### config.mk
export PLATFORM = sky130hd
export DESIGN_NAME = i2c_irq_clear_and_enable
export DESIGN_NICKNAME = d
export VERILOG_FILES = /design/src/i2c_irq_pkg.sv /design/src/sync_two_flop.sv /design/src/enable_delay_line.sv /design/src/i2c_irq_clear_and_enable.sv
export SDC_FILE = /design/constraint.sdc
export NUM_CORES = 1
export LEC_CHECK = 0
export BUFFER_PORTS_ARGS = -buffer_cell sky130_fd_sc_hd__buf_4
export CAP_MARGIN = 10
export CELL_PAD_IN_SITES_DETAIL_PLACEMENT = 0
export CELL_PAD_IN_SITES_GLOBAL_PLACEMENT = 1
export CORE_ASPECT_RATIO = 1.1
export CORE_MARGIN = 5
export CORE_UTILIZATION = 25
export DETAILED_ROUTE_END_ITERATION = 8
export GPL_TIMING_DRIVEN = 0
export PLACE_DENSITY_LB_ADDON = 0.1
export SETUP_SLACK_MARGIN = 0.15
export SLEW_MARGIN = 0
export SYNTH_ARGS = -nofsm -noshare
export SYNTH_HDL_FRONTEND = slang
export SYNTH_HIERARCHICAL = 1
export SYNTH_SLANG_ARGS = --single-unit
### constraint.sdc
create_clock -name i_sys_clk -period 2.4 [get_ports i_sys_clk]
set_input_delay 0.24 -clock i_sys_clk [delete_from_list [all_inputs] [get_ports i_sys_clk]]
set_output_delay 0.24 -clock i_sys_clk [all_outputs]
set_load 0.02 [all_outputs]
### src/i2c_irq_pkg.sv
// Constants shared by the two-wire controller interrupt-clear and enable logic.
//
// Overview of operation
// - Reading the abort clear register clears the transmit-abort flag (bit 6) and the abort cause register.
// - Reading the abort clear register also releases the transmit FIFO from its flushed state.
// - The abort cause register is not cleared by that read while its bit 9 is set.
// - Reading the done clear register clears the slave-transmit-finished flag (bit 7).
// - Reading the activity clear register clears the activity flag only when the controller is idle.
// - The activity flag clears itself once the controller is disabled and the bus is quiet.
// - A read of the activity clear register returns the activity flag (bit 8).
// - Reading the start clear register clears the start-seen flag (bit 10).
// - Reading the broadcast clear register clears the broadcast-call flag (bit 11).
// - The enable bit turns the controller on at 1 and off at 0, holding both FIFOs erased.
// - After disabling, the masked status bits stay active until the controller is idle.
// - Disabled while transmitting, the controller finishes the transfer, then drops the TX buffer.
// - Disabled while receiving, the controller stops at the end of the byte without acknowledging.
// - Enabling or disabling takes effect two module clock cycles later.
package i2c_irq_pkg;

  // ****************************************************************
  // Register byte addresses.
  // ****************************************************************
  localparam logic [31:0] ADDR_ABORT_CLR    = 32'h5000_1554;
  localparam logic [31:0] ADDR_DONE_CLR     = 32'h5000_1558;
  localparam logic [31:0] ADDR_ACTIVITY_CLR = 32'h5000_155C;
  localparam logic [31:0] ADDR_STOP_CLR     = 32'h5000_1560;
  localparam logic [31:0] ADDR_START_CLR    = 32'h5000_1564;
  localparam logic [31:0] ADDR_BCAST_CLR    = 32'h5000_1568;
  localparam logic [31:0] ADDR_ON_CONTROL   = 32'h5000_156C;
  localparam logic [31:0] ADDR_STATE_FLAGS  = 32'h5000_1570;
  localparam logic [31:0] ADDR_ABORT_CAUSE  = 32'h5000_1580;
  localparam logic [31:0] ADDR_RAW_STATUS   = 32'h5000_15F0;
  localparam logic [31:0] ADDR_IRQ_MASK     = 32'h5000_15F4;
  localparam logic [31:0] ADDR_MASKED_STAT  = 32'h5000_15F8;

  // ****************************************************************
  // Field positions and widths.
  // ****************************************************************
  localparam int RAW_W         = 12;
  localparam int BIT_ABORT     = 6;
  localparam int BIT_DONE      = 7;
  localparam int BIT_ACTIVITY  = 8;
  localparam int BIT_STOP      = 9;
  localparam int BIT_START     = 10;
  localparam int BIT_BCAST     = 11;
  localparam int CAUSE_W       = 16;
  localparam int CAUSE_KEEP    = 9;
  localparam int FLAG_ACTIVITY = 0;
  localparam int FLAG_CTRL_ACT = 5;

  // ****************************************************************
  // Reset values and timing.
  // ****************************************************************
  localparam logic [RAW_W-1:0]   RAW_RESET   = 12'h000;
  localparam logic [RAW_W-1:0]   MASK_RESET  = 12'h000;
  localparam logic [CAUSE_W-1:0] CAUSE_RESET = 16'h0000;
  localparam logic               ON_RESET    = 1'b0;
  localparam int                 ENABLE_DELAY = 2;

  // Controller run state.
  typedef enum logic [1:0] {
    ST_OFF,
    ST_ON,
    ST_DRAIN_TX,
    ST_DRAIN_RX
  } ctrl_state_t;

endpackage : i2c_irq_pkg

### src/sync_two_flop.sv
// Two-flop synchroniser for levels arriving from outside the clock domain.
`timescale 1ns/100ps
`default_nettype none
module sync_two_flop #(
  parameter int W = 2
) (
  input  wire logic         i_sys_clk,
  input  wire logic         i_sys_rst,
  input  wire logic [W-1:0] i_async,
  output var  logic [W-1:0] o_sync
);

  logic [W-1:0] meta;

  // Refuse a width the flops cannot hold.
  if (W < 1) begin : g_bad_width
    $error("sync_two_flop width must be at least one");
  end

  // The first stage is read only by the second stage.
  always_ff @(posedge i_sys_clk or posedge i_sys_rst) begin
    if (i_sys_rst) begin
      meta   <= '1;
      o_sync <= '1;
    end else begin
      meta   <= i_async;
      o_sync <= meta;
    end
  end

endmodule : sync_two_flop
`default_nettype wire

### src/enable_delay_line.sv
// Fixed pipeline that delays the software enable before the controller sees it.
`timescale 1ns/100ps
`default_nettype none
module enable_delay_line
  import i2c_irq_pkg::*;
#(
  parameter int DEPTH = ENABLE_DELAY
) (
  input  wire logic i_sys_clk,
  input  wire logic i_sys_rst,
  input  wire logic i_req,
  output var  logic o_eff
);

  logic [DEPTH-1:0] pipe;

  // The shift below needs at least two flops to index its low part.
  if (DEPTH < 2) begin : g_bad_depth
    $error("enable_delay_line depth must be at least two");
  end

  // Shift the request through DEPTH flops.
  always_ff @(posedge i_sys_clk or posedge i_sys_rst) begin
    if (i_sys_rst) begin
      pipe <= '0;
    end else begin
      pipe <= {pipe[DEPTH-2:0], i_req};
    end
  end

  assign o_eff = pipe[DEPTH-1];

endmodule : enable_delay_line
`default_nettype wire

### src/i2c_irq_clear_and_enable.sv
// Interrupt clear registers, enable control and shutdown sequencing.
//
// Our own choice: the APB interface to the registers.
`timescale 1ns/100ps
`default_nettype none
module i2c_irq_clear_and_enable
  import i2c_irq_pkg::*;
(
  input  wire logic               i_sys_clk,
  input  wire logic               i_sys_rst,
  // APB slave.
  input  wire logic               i_psel,
  input  wire logic               i_penable,
  input  wire logic               i_pwrite,
  input  wire logic [31:0]        i_paddr,
  input  wire logic [31:0]        i_pwdata,
  output var  logic [31:0]        o_prdata,
  output var  logic               o_pready,
  output var  logic               o_pslverr,
  // Two-wire bus lines, observed only.
  input  wire logic               i_scl_pin,
  input  wire logic               i_sda_pin,
  // Transfer engine on the same clock.
  input  wire logic               i_abort_evt,
  input  wire logic [CAUSE_W-1:0] i_abort_cause,
  input  wire logic               i_done_evt,
  input  wire logic               i_bcast_evt,
  input  wire logic               i_xfer_busy,
  input  wire logic               i_xfer_rx,
  input  wire logic               i_xfer_done,
  input  wire logic               i_byte_end,
  // Controls back to the engine and FIFOs.
  output var  logic               o_ctrl_enabled,
  output var  logic               o_tx_flush,
  output var  logic               o_rx_flush,
  output var  logic               o_rx_ack_allow,
  output var  logic               o_stop_xfer,
  output var  logic               o_irq
);

  // ****************************************************************
  // Helpers.
  // ****************************************************************

  // Narrow fields sit in the low bits, upper bits read as zero.
  function automatic logic [31:0] zext16(input logic [15:0] v);
    zext16 = {16'h0000, v};
  endfunction : zext16

  // Next value of a sticky flag; a set in the clear cycle wins.
  function automatic logic sticky(input logic cur, input logic set,
                                  input logic clr);
    sticky = set | (cur & ~clr);
  endfunction : sticky

  // ****************************************************************
  // Declarations.
  // ****************************************************************
  logic [1:0]         pins_sync;
  logic               scl_s;
  logic               sda_s;
  logic               sda_prev;
  logic               bus_busy;
  logic               start_seen;
  logic               stop_seen;
  logic               ctrl_on;
  logic               en_eff;
  ctrl_state_t        state;
  ctrl_state_t        next_state;
  logic               ctrl_active;
  logic               activity_src;
  logic [RAW_W-1:0]   raw;
  logic [RAW_W-1:0]   next_raw;
  logic [RAW_W-1:0]   mask;
  logic [CAUSE_W-1:0] cause;
  logic               abort_flush_hold;
  logic               acc;
  logic               rd;
  logic               wr;
  logic               hit;
  logic [31:0]        rdata;
  logic               rd_abort;
  logic               rd_done;
  logic               rd_activity;
  logic               rd_stop;
  logic               rd_start;
  logic               rd_bcast;
  logic               rd_masked;

  // ****************************************************************
  // Bus line observation.
  // ****************************************************************

  // The lines come from pins, so they pass two flops first.
  sync_two_flop #(
    .W (2)
  ) u_pin_sync (
    .i_sys_clk (i_sys_clk),
    .i_sys_rst (i_sys_rst),
    .i_async   ({i_scl_pin, i_sda_pin}),
    .o_sync    (pins_sync)
  );

  assign scl_s = pins_sync[1];
  assign sda_s = pins_sync[0];

  // Start is SDA falling with SCL high, stop is SDA rising with SCL high.
  assign start_seen = scl_s & sda_prev & ~sda_s;
  assign stop_seen  = scl_s & ~sda_prev & sda_s;

  // Remember the previous synchronised data level.
  always_ff @(posedge i_sys_clk or posedge i_sys_rst) begin
    if (i_sys_rst) begin
      sda_prev <= 1'b1;
    end else begin
      sda_prev <= sda_s;
    end
  end

  // The bus is busy from a start until the matching stop.
  always_ff @(posedge i_sys_clk or posedge i_sys_rst) begin
    if (i_sys_rst) begin
      bus_busy <= 1'b0;
    end else if (start_seen) begin
      bus_busy <= 1'b1;
    end else if (stop_seen) begin
      bus_busy <= 1'b0;
    end
  end

  // ****************************************************************
  // APB access decode.
  // ****************************************************************

  // One wait state: effects and read data land on the edge that raises
  // pready, so the master completes on the following edge.
  assign acc = i_psel & i_penable & ~o_pready;
  assign rd  = acc & ~i_pwrite;
  assign wr  = acc & i_pwrite;

  // Clear actions fire on reads only; writes to them are dropped.
  assign rd_abort    = rd & (i_paddr == ADDR_ABORT_CLR);
  assign rd_done     = rd & (i_paddr == ADDR_DONE_CLR);
  assign rd_activity = rd & (i_paddr == ADDR_ACTIVITY_CLR);
  assign rd_stop     = rd & (i_paddr == ADDR_STOP_CLR);
  assign rd_start    = rd & (i_paddr == ADDR_START_CLR);
  assign rd_bcast    = rd & (i_paddr == ADDR_BCAST_CLR);
  assign rd_masked   = rd & (i_paddr == ADDR_MASKED_STAT);

  // Read mux and address hit; flags read back before they clear.
  always_comb begin
    rdata = 32'h0000_0000;
    hit   = 1'b1;
    case (i_paddr)
      ADDR_ABORT_CLR:    rdata = zext16({15'h0000, raw[BIT_ABORT]});
      ADDR_DONE_CLR:     rdata = zext16({15'h0000, raw[BIT_DONE]});
      ADDR_ACTIVITY_CLR: rdata = zext16({15'h0000, raw[BIT_ACTIVITY]});
      ADDR_STOP_CLR:     rdata = zext16({15'h0000, raw[BIT_STOP]});
      ADDR_START_CLR:    rdata = zext16({15'h0000, raw[BIT_START]});
      ADDR_BCAST_CLR:    rdata = zext16({15'h0000, raw[BIT_BCAST]});
      ADDR_ON_CONTROL:   rdata = zext16({15'h0000, ctrl_on});
      ADDR_STATE_FLAGS: begin
        rdata[FLAG_ACTIVITY] = activity_src;
        rdata[FLAG_CTRL_ACT] = ctrl_active;
      end
      ADDR_ABORT_CAUSE:  rdata = zext16(cause);
      ADDR_RAW_STATUS:   rdata = zext16({4'h0, raw});
      ADDR_IRQ_MASK:     rdata = zext16({4'h0, mask});
      ADDR_MASKED_STAT:  rdata = zext16({4'h0, raw & mask});
      default:           hit   = 1'b0;
    endcase
  end

  // Bus answer; unmapped addresses complete with an error.
  always_ff @(posedge i_sys_clk or posedge i_sys_rst) begin
    if (i_sys_rst) begin
      o_pready  <= 1'b0;
      o_prdata  <= 32'h0000_0000;
      o_pslverr <= 1'b0;
    end else begin
      o_pready  <= acc;
      o_pslverr <= acc & ~hit;
      if (rd) begin
        o_prdata <= rdata;
      end
    end
  end

  // ****************************************************************
  // Software control registers.
  // ****************************************************************

  // Enable bit; bit 0 only, the rest is ignored.
  always_ff @(posedge i_sys_clk or posedge i_sys_rst) begin
    if (i_sys_rst) begin
      ctrl_on <= ON_RESET;
    end else if (wr && i_paddr == ADDR_ON_CONTROL) begin
      ctrl_on <= i_pwdata[0];
    end
  end

  // Interrupt mask, same layout as the raw status.
  always_ff @(posedge i_sys_clk or posedge i_sys_rst) begin
    if (i_sys_rst) begin
      mask <= MASK_RESET;
    end else if (wr && i_paddr == ADDR_IRQ_MASK) begin
      mask <= i_pwdata[RAW_W-1:0];
    end
  end

  // The request reaches the controller two cycles later.
  enable_delay_line #(
    .DEPTH (ENABLE_DELAY)
  ) u_enable_delay (
    .i_sys_clk (i_sys_clk),
    .i_sys_rst (i_sys_rst),
    .i_req     (ctrl_on),
    .o_eff     (en_eff)
  );

  // ****************************************************************
  // Run state and shutdown sequencing.
  // ****************************************************************

  // A disable during a transfer drains it instead of cutting it short.
  always_comb begin
    next_state = state;
    case (state)
      ST_OFF: begin
        if (en_eff) begin
          next_state = ST_ON;
        end
      end
      ST_ON: begin
        if (!en_eff) begin
          if (!i_xfer_busy) begin
            next_state = ST_OFF;
          end else if (i_xfer_rx) begin
            next_state = ST_DRAIN_RX;
          end else begin
            next_state = ST_DRAIN_TX;
          end
        end
      end
      ST_DRAIN_TX: begin
        if (i_xfer_done) begin
          next_state = ST_OFF;
        end
      end
      ST_DRAIN_RX: begin
        if (i_byte_end) begin
          next_state = ST_OFF;
        end
      end
      default: next_state = ST_OFF;
    endcase
  end

  // State register.
  always_ff @(posedge i_sys_clk or posedge i_sys_rst) begin
    if (i_sys_rst) begin
      state <= ST_OFF;
    end else begin
      state <= next_state;
    end
  end

  assign ctrl_active  = (state != ST_OFF);
  assign activity_src = ctrl_active | bus_busy;

  // Engine controls follow the next state so they change with it.
  // A drain keeps the TX contents until the transfer ends, then drops
  // the remainder; a receive drain withholds the acknowledge.
  always_ff @(posedge i_sys_clk or posedge i_sys_rst) begin
    if (i_sys_rst) begin
      o_ctrl_enabled <= 1'b0;
      o_rx_ack_allow <= 1'b0;
      o_stop_xfer    <= 1'b1;
      o_rx_flush     <= 1'b1;
    end else begin
      o_ctrl_enabled <= (next_state == ST_ON);
      o_rx_ack_allow <= (next_state == ST_ON);
      o_stop_xfer    <= (next_state == ST_OFF) ||
                        (next_state == ST_DRAIN_RX);
      o_rx_flush     <= (next_state == ST_OFF);
    end
  end

  // TX FIFO is held flushed while off and after an abort until released.
  always_ff @(posedge i_sys_clk or posedge i_sys_rst) begin
    if (i_sys_rst) begin
      o_tx_flush <= 1'b1;
    end else begin
      o_tx_flush <= (next_state == ST_OFF) ||
                    sticky(abort_flush_hold, i_abort_evt, rd_abort);
    end
  end

  // ****************************************************************
  // Abort bookkeeping.
  // ****************************************************************

  // Flush hold set by an abort, released by the abort clear read.
  always_ff @(posedge i_sys_clk or posedge i_sys_rst) begin
    if (i_sys_rst) begin
      abort_flush_hold <= 1'b0;
    end else begin
      abort_flush_hold <= sticky(abort_flush_hold, i_abort_evt,
                                 rd_abort);
    end
  end

  // Cause bits accumulate; the clear read spares them while bit 9 is set.
  always_ff @(posedge i_sys_clk or posedge i_sys_rst) begin
    if (i_sys_rst) begin
      cause <= CAUSE_RESET;
    end else if ((rd_abort || rd_masked) && !cause[CAUSE_KEEP]) begin
      cause <= i_abort_evt ? i_abort_cause : CAUSE_RESET;
    end else if (i_abort_evt) begin
      cause <= cause | i_abort_cause;
    end
  end

  // ****************************************************************
  // Raw interrupt flags.
  // ****************************************************************

  // Each flag is sticky; reading its clear register or the masked status
  // clears it, except that activity only drops once idle.
  always_comb begin
    next_raw = RAW_RESET;
    next_raw[BIT_ABORT] = sticky(raw[BIT_ABORT], i_abort_evt,
                                 rd_abort | rd_masked);
    next_raw[BIT_DONE]  = sticky(raw[BIT_DONE], i_done_evt,
                                 rd_done | rd_masked);
    next_raw[BIT_ACTIVITY] = sticky(raw[BIT_ACTIVITY], activity_src,
                                    ((rd_activity | rd_masked) &
                                     ~activity_src) |
                                    (~activity_src &
                                     (state == ST_OFF)));
    next_raw[BIT_STOP]  = sticky(raw[BIT_STOP], stop_seen,
                                 rd_stop | rd_masked);
    next_raw[BIT_START] = sticky(raw[BIT_START], start_seen,
                                 rd_start | rd_masked);
    next_raw[BIT_BCAST] = sticky(raw[BIT_BCAST], i_bcast_evt,
                                 rd_bcast | rd_masked);
  end

  // Disabling clears only the activity flag, once the bus is quiet, so masked status stays visible
  // until the controller idles.
  always_ff @(posedge i_sys_clk or posedge i_sys_rst) begin
    if (i_sys_rst) begin
      raw <= RAW_RESET;
    end else begin
      raw <= next_raw;
    end
  end

  // Level interrupt while any unmasked flag is set.
  always_ff @(posedge i_sys_clk or posedge i_sys_rst) begin
    if (i_sys_rst) begin
      o_irq <= 1'b0;
    end else begin
      o_irq <= |(next_raw & mask);
    end
  end

endmodule : i2c_irq_clear_and_enable
`default_nettype wire

==> report_table.html <==
<table>
<tr><th>Metric</th><th>Value</th></tr>
<tr><th colspan="2">Worst setup path</th></tr>
<tr><td>CP top delay family</td><td>simple AND/OR/NAND/NOR gates</td></tr>
<tr><td>Maximum fanout count along the critical path</td><td>10</td></tr>
<tr><td>Worst EP arrival</td><td>roughly 2.4 ns</td></tr>
<tr><td>Number of buffer and inverter stages on the critical path</td><td>2</td></tr>
<tr><td>CP Launch Type</td><td>primary input</td></tr>
<tr><td>Critical path required time</td><td>2.66 ns</td></tr>
<tr><td>Kind of end point of the critical path</td><td>flop</td></tr>
<tr><td>Cell chain of the critical path</td><td>buf_2 &gt; or4b_4 &gt; nor2_1 &gt; clkbuf_1 &gt; a32o_1 &gt; o21ai_0 &gt; a21oi_1</td></tr>
<tr><td>Slowest stage cell on the critical path</td><td>sky130_fd_sc_hd__clkbuf_1</td></tr>
<tr><td>Largest stage delay, worst path</td><td>~0.54 ns</td></tr>
<tr><td>Kind of critical path</td><td>in -&gt; reg</td></tr>
<tr><th colspan="2">Clock tree</th></tr>
<tr><td>Worst-Skew Late Latency</td><td>approximately 0.33 ns</td></tr>
<tr><td>Clock sink count</td><td>69</td></tr>
<tr><td>CTS HTree Levels</td><td>3</td></tr>
<tr><td>Clock tree from TritonCTS</td><td>done</td></tr>
<tr><td>Total clock buffers created by CTS</td><td>9</td></tr>
<tr><td>CTS max path bufs</td><td>2</td></tr>
<tr><td>Post-CTS clock slew at the launch and capture registers of the worst setup and hold paths</td><td>0.06 ns</td></tr>
<tr><td>Clock root cell</td><td>sky130_fd_sc_hd__clkbuf_16</td></tr>
<tr><th colspan="2">Global routing</th></tr>
<tr><td>Aggregate global-route resource usage</td><td>0.1383</td></tr>
<tr><td>Wire length of the first global-routing pass</td><td>between 15 and 20 mm</td></tr>
<tr><td>Largest net degree at the start of global routing</td><td>64</td></tr>
<tr><td>Via count of the first global-routing pass</td><td>roughly 2,900</td></tr>
<tr><td>Antenna violations before repair</td><td>0</td></tr>
<tr><td>Aggregate global routing overflow</td><td>0</td></tr>
<tr><th colspan="2">Timing</th></tr>
<tr><td>Shortest period the worst path allows</td><td>around 2.1 ns</td></tr>
<tr><td>Clk_skew</td><td>0.004688 ns</td></tr>
<tr><td>Max-slew violation count</td><td>0</td></tr>
<tr><td>Slew Limit Headroom</td><td>0.4566</td></tr>
<tr><td>Post-route clock period utilization</td><td>0.8697</td></tr>
<tr><td>Worst Slack Setup Final</td><td>about 0.31 ns</td></tr>
<tr><td>Final Setup Violations</td><td>0</td></tr>
<tr><td>Maximum clock frequency</td><td>roughly 480 MHz</td></tr>
<tr><td>Measured slew at the worst slew-check pin</td><td>between 0.8 and 0.9 ns</td></tr>
<tr><td>Number of hold violations in the final report</td><td>0</td></tr>
<tr><td>Sum of negative setup slack</td><td>0 ns</td></tr>
<tr><td>Setup repair after global routing missed its margin</td><td>no</td></tr>
<tr><th colspan="2">Die</th></tr>
<tr><td>Chip Height</td><td>~130 um</td></tr>
<tr><td>Row cnt</td><td>44</td></tr>
<tr><td>Area of the core</td><td>13,100 um2</td></tr>
<tr><td>Number of top-level pins</td><td>134</td></tr>
<tr><td>Initial cell density of the core</td><td>0.2524</td></tr>
<tr><td>Die footprint</td><td>approximately 16,000 um2</td></tr>
<tr><td>Width of the die</td><td>~120 um</td></tr>
<tr><th colspan="2">Routing</th></tr>
<tr><td>Initial DRC count</td><td>210</td></tr>
<tr><td>Met1 layer wirelength in the final routing</td><td>4.582 mm</td></tr>
<tr><td>Post-DR vias/cell</td><td>4.747</td></tr>
<tr><td>Wire length reported by the detailed router</td><td>10.48 mm</td></tr>
<tr><td>Remaining antenna violation count</td><td>0</td></tr>
<tr><td>Number of optimization iterations in the first detailed-route pass</td><td>4</td></tr>
<tr><td>Met3 layer wire length in the routed design</td><td>around 670 um</td></tr>
<tr><td>Final routed wire length divided by cell count</td><td>about 18 um</td></tr>
<tr><td>Met2 routed wirelength</td><td>approximately 5 mm</td></tr>
<tr><td>DRC errors left</td><td>0</td></tr>
<tr><td>Top routing layer in use</td><td>met4</td></tr>
<tr><td>Vias after detailed routing</td><td>roughly 2,800</td></tr>
<tr><th colspan="2">Placed design</th></tr>
<tr><td>Placer Congestion</td><td>approximately 0.75</td></tr>
<tr><td>Pre-CTS setup slack</td><td>-0.4881 ns</td></tr>
<tr><td>Count of buffers from port buffering</td><td>94</td></tr>
<tr><td>HPWL reported at the end of detailed placement</td><td>7.877 mm</td></tr>
<tr><th colspan="2">Status</th></tr>
<tr><td>Outcome</td><td>finished clean</td></tr>
<tr><th colspan="2">Run</th></tr>
<tr><td>Number of maximum-capacitance violations</td><td>0</td></tr>
<tr><th colspan="2">Power and ir drop</th></tr>
<tr><td>Maximum vdd ir drop</td><td>roughly 0.31 mV</td></tr>
<tr><td>Total power density per cell area</td><td>638.2 nW/um2</td></tr>
<tr><td>Leakage component of the power</td><td>between 0.002 and 0.0025 uW</td></tr>
<tr><th colspan="2">Min path</th></tr>
<tr><td>HP Class</td><td>in -&gt; reg</td></tr>
<tr><th colspan="2">Logic synthesis</th></tr>
<tr><td>Portion of the post-synthesis area used by sequential elements</td><td>0.5252</td></tr>
<tr><td>Cell area after technology mapping</td><td>approximately 3300 um2</td></tr>
<tr><td>Count of distinct cell types in the synthesized netlist</td><td>62</td></tr>
<tr><td>Most used DFF post-synth</td><td>sky130_fd_sc_hd__dfrtp_1</td></tr>
<tr><td>Multiplexer area fraction after synthesis</td><td>0.05865</td></tr>
<tr><td>Fraction of synthesis flops using an asynchronous set or reset pin</td><td>1.000</td></tr>
<tr><td>Combinational family with the most area after synthesis</td><td>compound AO/OA/AOI/OAI gates</td></tr>
<tr><td>Yosys Warn Count</td><td>6</td></tr>
<tr><td>EDFF count, synth</td><td>0</td></tr>
<tr><td>Number of synthesized register bits</td><td>69</td></tr>
<tr><td>Simple-gate area share of the yosys netlist</td><td>0.1464</td></tr>
<tr><td>Synth Area in XOR/XNOR</td><td>0.005297</td></tr>
<tr><td>Synth Instances</td><td>297</td></tr>
<tr><td>Post-synthesis adder-cell area fraction</td><td>0.007567</td></tr>
<tr><td>Mean post-synth cell area</td><td>between 10 and 15 um2</td></tr>
<tr><td>Fraction of the mapped netlist area in compound gates</td><td>0.1778</td></tr>
<tr><th colspan="2">Layout</th></tr>
<tr><td>Area growth from synthesis to layout</td><td>41.05%</td></tr>
<tr><td>Sequential standard cell area</td><td>1737 um2</td></tr>
<tr><td>Fillcell total</td><td>~1,400</td></tr>
<tr><td>Share of post-route cells with drive strength above 1</td><td>0.4000</td></tr>
<tr><td>Count of antenna diodes in the layout</td><td>0</td></tr>
<tr><td>Area of the multi-input gates</td><td>1381 um2</td></tr>
<tr><td>Layout Nets</td><td>between 500 and 600</td></tr>
</table>
-- cells in the final DEF (no fill, tap or decap), drive strengths merged, types with 11 or more instances in the layout --
cell    instances
inv            11
mux2           14
a22o           16
nand2          29
buf           119
conb           16
clkbuf         18
o21ai          20
dfrtp          61
nor2           11
-- through the flow --
| stage | power (uW) | hold slack, ns | area [um2] | util | cells |
|---|---|---|---|---|---|
| after global routing | 3083 | 0.01073 | 4664 | 0.3560 | 586 |
| after detailed placement | 1445 | 0.1284 | 4273 | 0.3261 | 567 |
| final | 2977 | 0.01375 | 4664 | 0.3560 | 586 |
| after CTS | 3023 | 0.0003696 | 4661 | 0.3557 | 586 |
| after floorplan | 1316 | -0.01882 | 3363 | - | 312 |
| after global placement | 1442 | 0.1139 | 4270 | 0.3259 | 567 |
-- worst register-to-register path: stages, from the launching register on --
cell,delay [ns]
sky130_fd_sc_hd__dfrtp_1,0.37
sky130_fd_sc_hd__nand3b_1,0.25
sky130_fd_sc_hd__nor2_4,0.18
sky130_fd_sc_hd__nand3_2,0.21
sky130_fd_sc_hd__or3b_1,0.42
sky130_fd_sc_hd__buf_6,0.15
sky130_fd_sc_hd__buf_8,0.14
sky130_fd_sc_hd__a22o_1,0.18
-- final cells by class --
| cell class | count | area share |
|---|---|---|
| clock buffers | 9 | 0.04828 |
| inverters | 10 | 0.008584 |
| well taps | 161 | 0.04319 |
| repair buffers | 97 | 0.1572 |
| multi-input cells | 200 | 0.2961 |
| flip-flops and latches | 69 | 0.3723 |
| plain buffers | 33 | 0.04802 |
| clock inverters | 7 | 0.02629 |
-- cell usage after synthesis (all sizes together), types with 2 or more instances --
cell type | n | area, um2
dfrtp | 61 | 1526
nand2 | 29 | 108.9
buf | 24 | 186.4
o21ai | 20 | 100.1
a22o | 16 | 141.4
mux2 | 14 | 157.7
nor2 | 11 | 41.29
inv | 10 | 37.54
clkbuf | 9 | 33.78
a21o | 8 | 60.06
dfstp | 8 | 210.2
a222oi | 6 | 60.06
nor4 | 6 | 43.79
nor2b | 5 | 31.28
or2 | 5 | 31.28
a21oi | 4 | 20.02
a32oi | 4 | 35.03
nand4 | 4 | 25.02
and4 | 3 | 26.28
nor3 | 3 | 15.01
or4 | 3 | 22.52
a31oi | 2 | 12.51
a32o | 2 | 20.02
a41oi | 2 | 17.52
and2 | 2 | 12.51
ha | 2 | 25.02
nand3 | 2 | 10.01
nand3b | 2 | 15.01
nor4bb | 2 | 20.02
o21a | 2 | 15.01
o22ai | 2 | 12.51
or4b | 2 | 23.77
xor2 | 2 | 17.52
-- path summary, 6_finish.rpt --
kind                                           to  slack [ns]              startpoint  depth (start not counted)
min reg2reg                u_enable_delay/pipe[1]        0.35  u_enable_delay/pipe[0]                          0
max reg2reg                             cause[11]        0.40                o_pready                          7
min                            u_pin_sync/meta[0]        0.01               i_sda_pin                          1
max in group asynchronous                cause[2]        1.23               i_sys_rst                          3
min in group asynchronous  u_enable_delay/pipe[1]        0.33               i_sys_rst                          3
max                                   o_prdata[0]        0.31              i_paddr[2]                          7
-- sequential cells by signal, indices dropped and copies added (netlist names), 2 cells and up --
| register | flops |
|---|---|
| cause | 16 |
| o_prdata | 16 |
| u_enable_delay/pipe | 2 |
| raw | 6 |
| u_pin_sync/meta | 2 |
| state | 2 |
| mask | 12 |
| u_pin_sync/o_sync | 2 |
-- kinds of logic (layout without fill, tap and decap cells) --
family | count (synthesis) | after routing
and+or+nand+nor | 86 | 86
adders and majority gates | 2 | 2
buffers and inverters | 43 | 156
DFF | 69 | 69
muxes | 16 | 16
AOI/OAI and AO/OA | 78 | 78
xor gates and xnor gates | 2 | 2
other | 1 | 16
-- repair_timing --
action | in CTS | in global routing
hold endpoints to repair | 3 | 0
hold buffers | 2 | 0
endpoints found under the setup margin | 24 | 13
pin swaps | 1 | 0
resized for setup | 3 | 6
buffers inserted | 1 | 0
-- metal layers --
metal	global-route usage	up-vias
li1	-	1327
met4	0.06536	0
met3	0.03013	17
met1	0.1720	1334
met2	0.2311	104
met5	0	-
-- power by group --
| group | leakage, uW | switching (uW) | total [uW] | internal, uW |
|---|---|---|---|---|
| clock network | 0.000162 | 530 | 1550 | 1020 |
| logic | 0.00124 | 122 | 243 | 121 |
| registers | 0.000818 | 6.09 | 1180 | 1180 |
No activity file was read; power rests on OpenSTA's default activity.
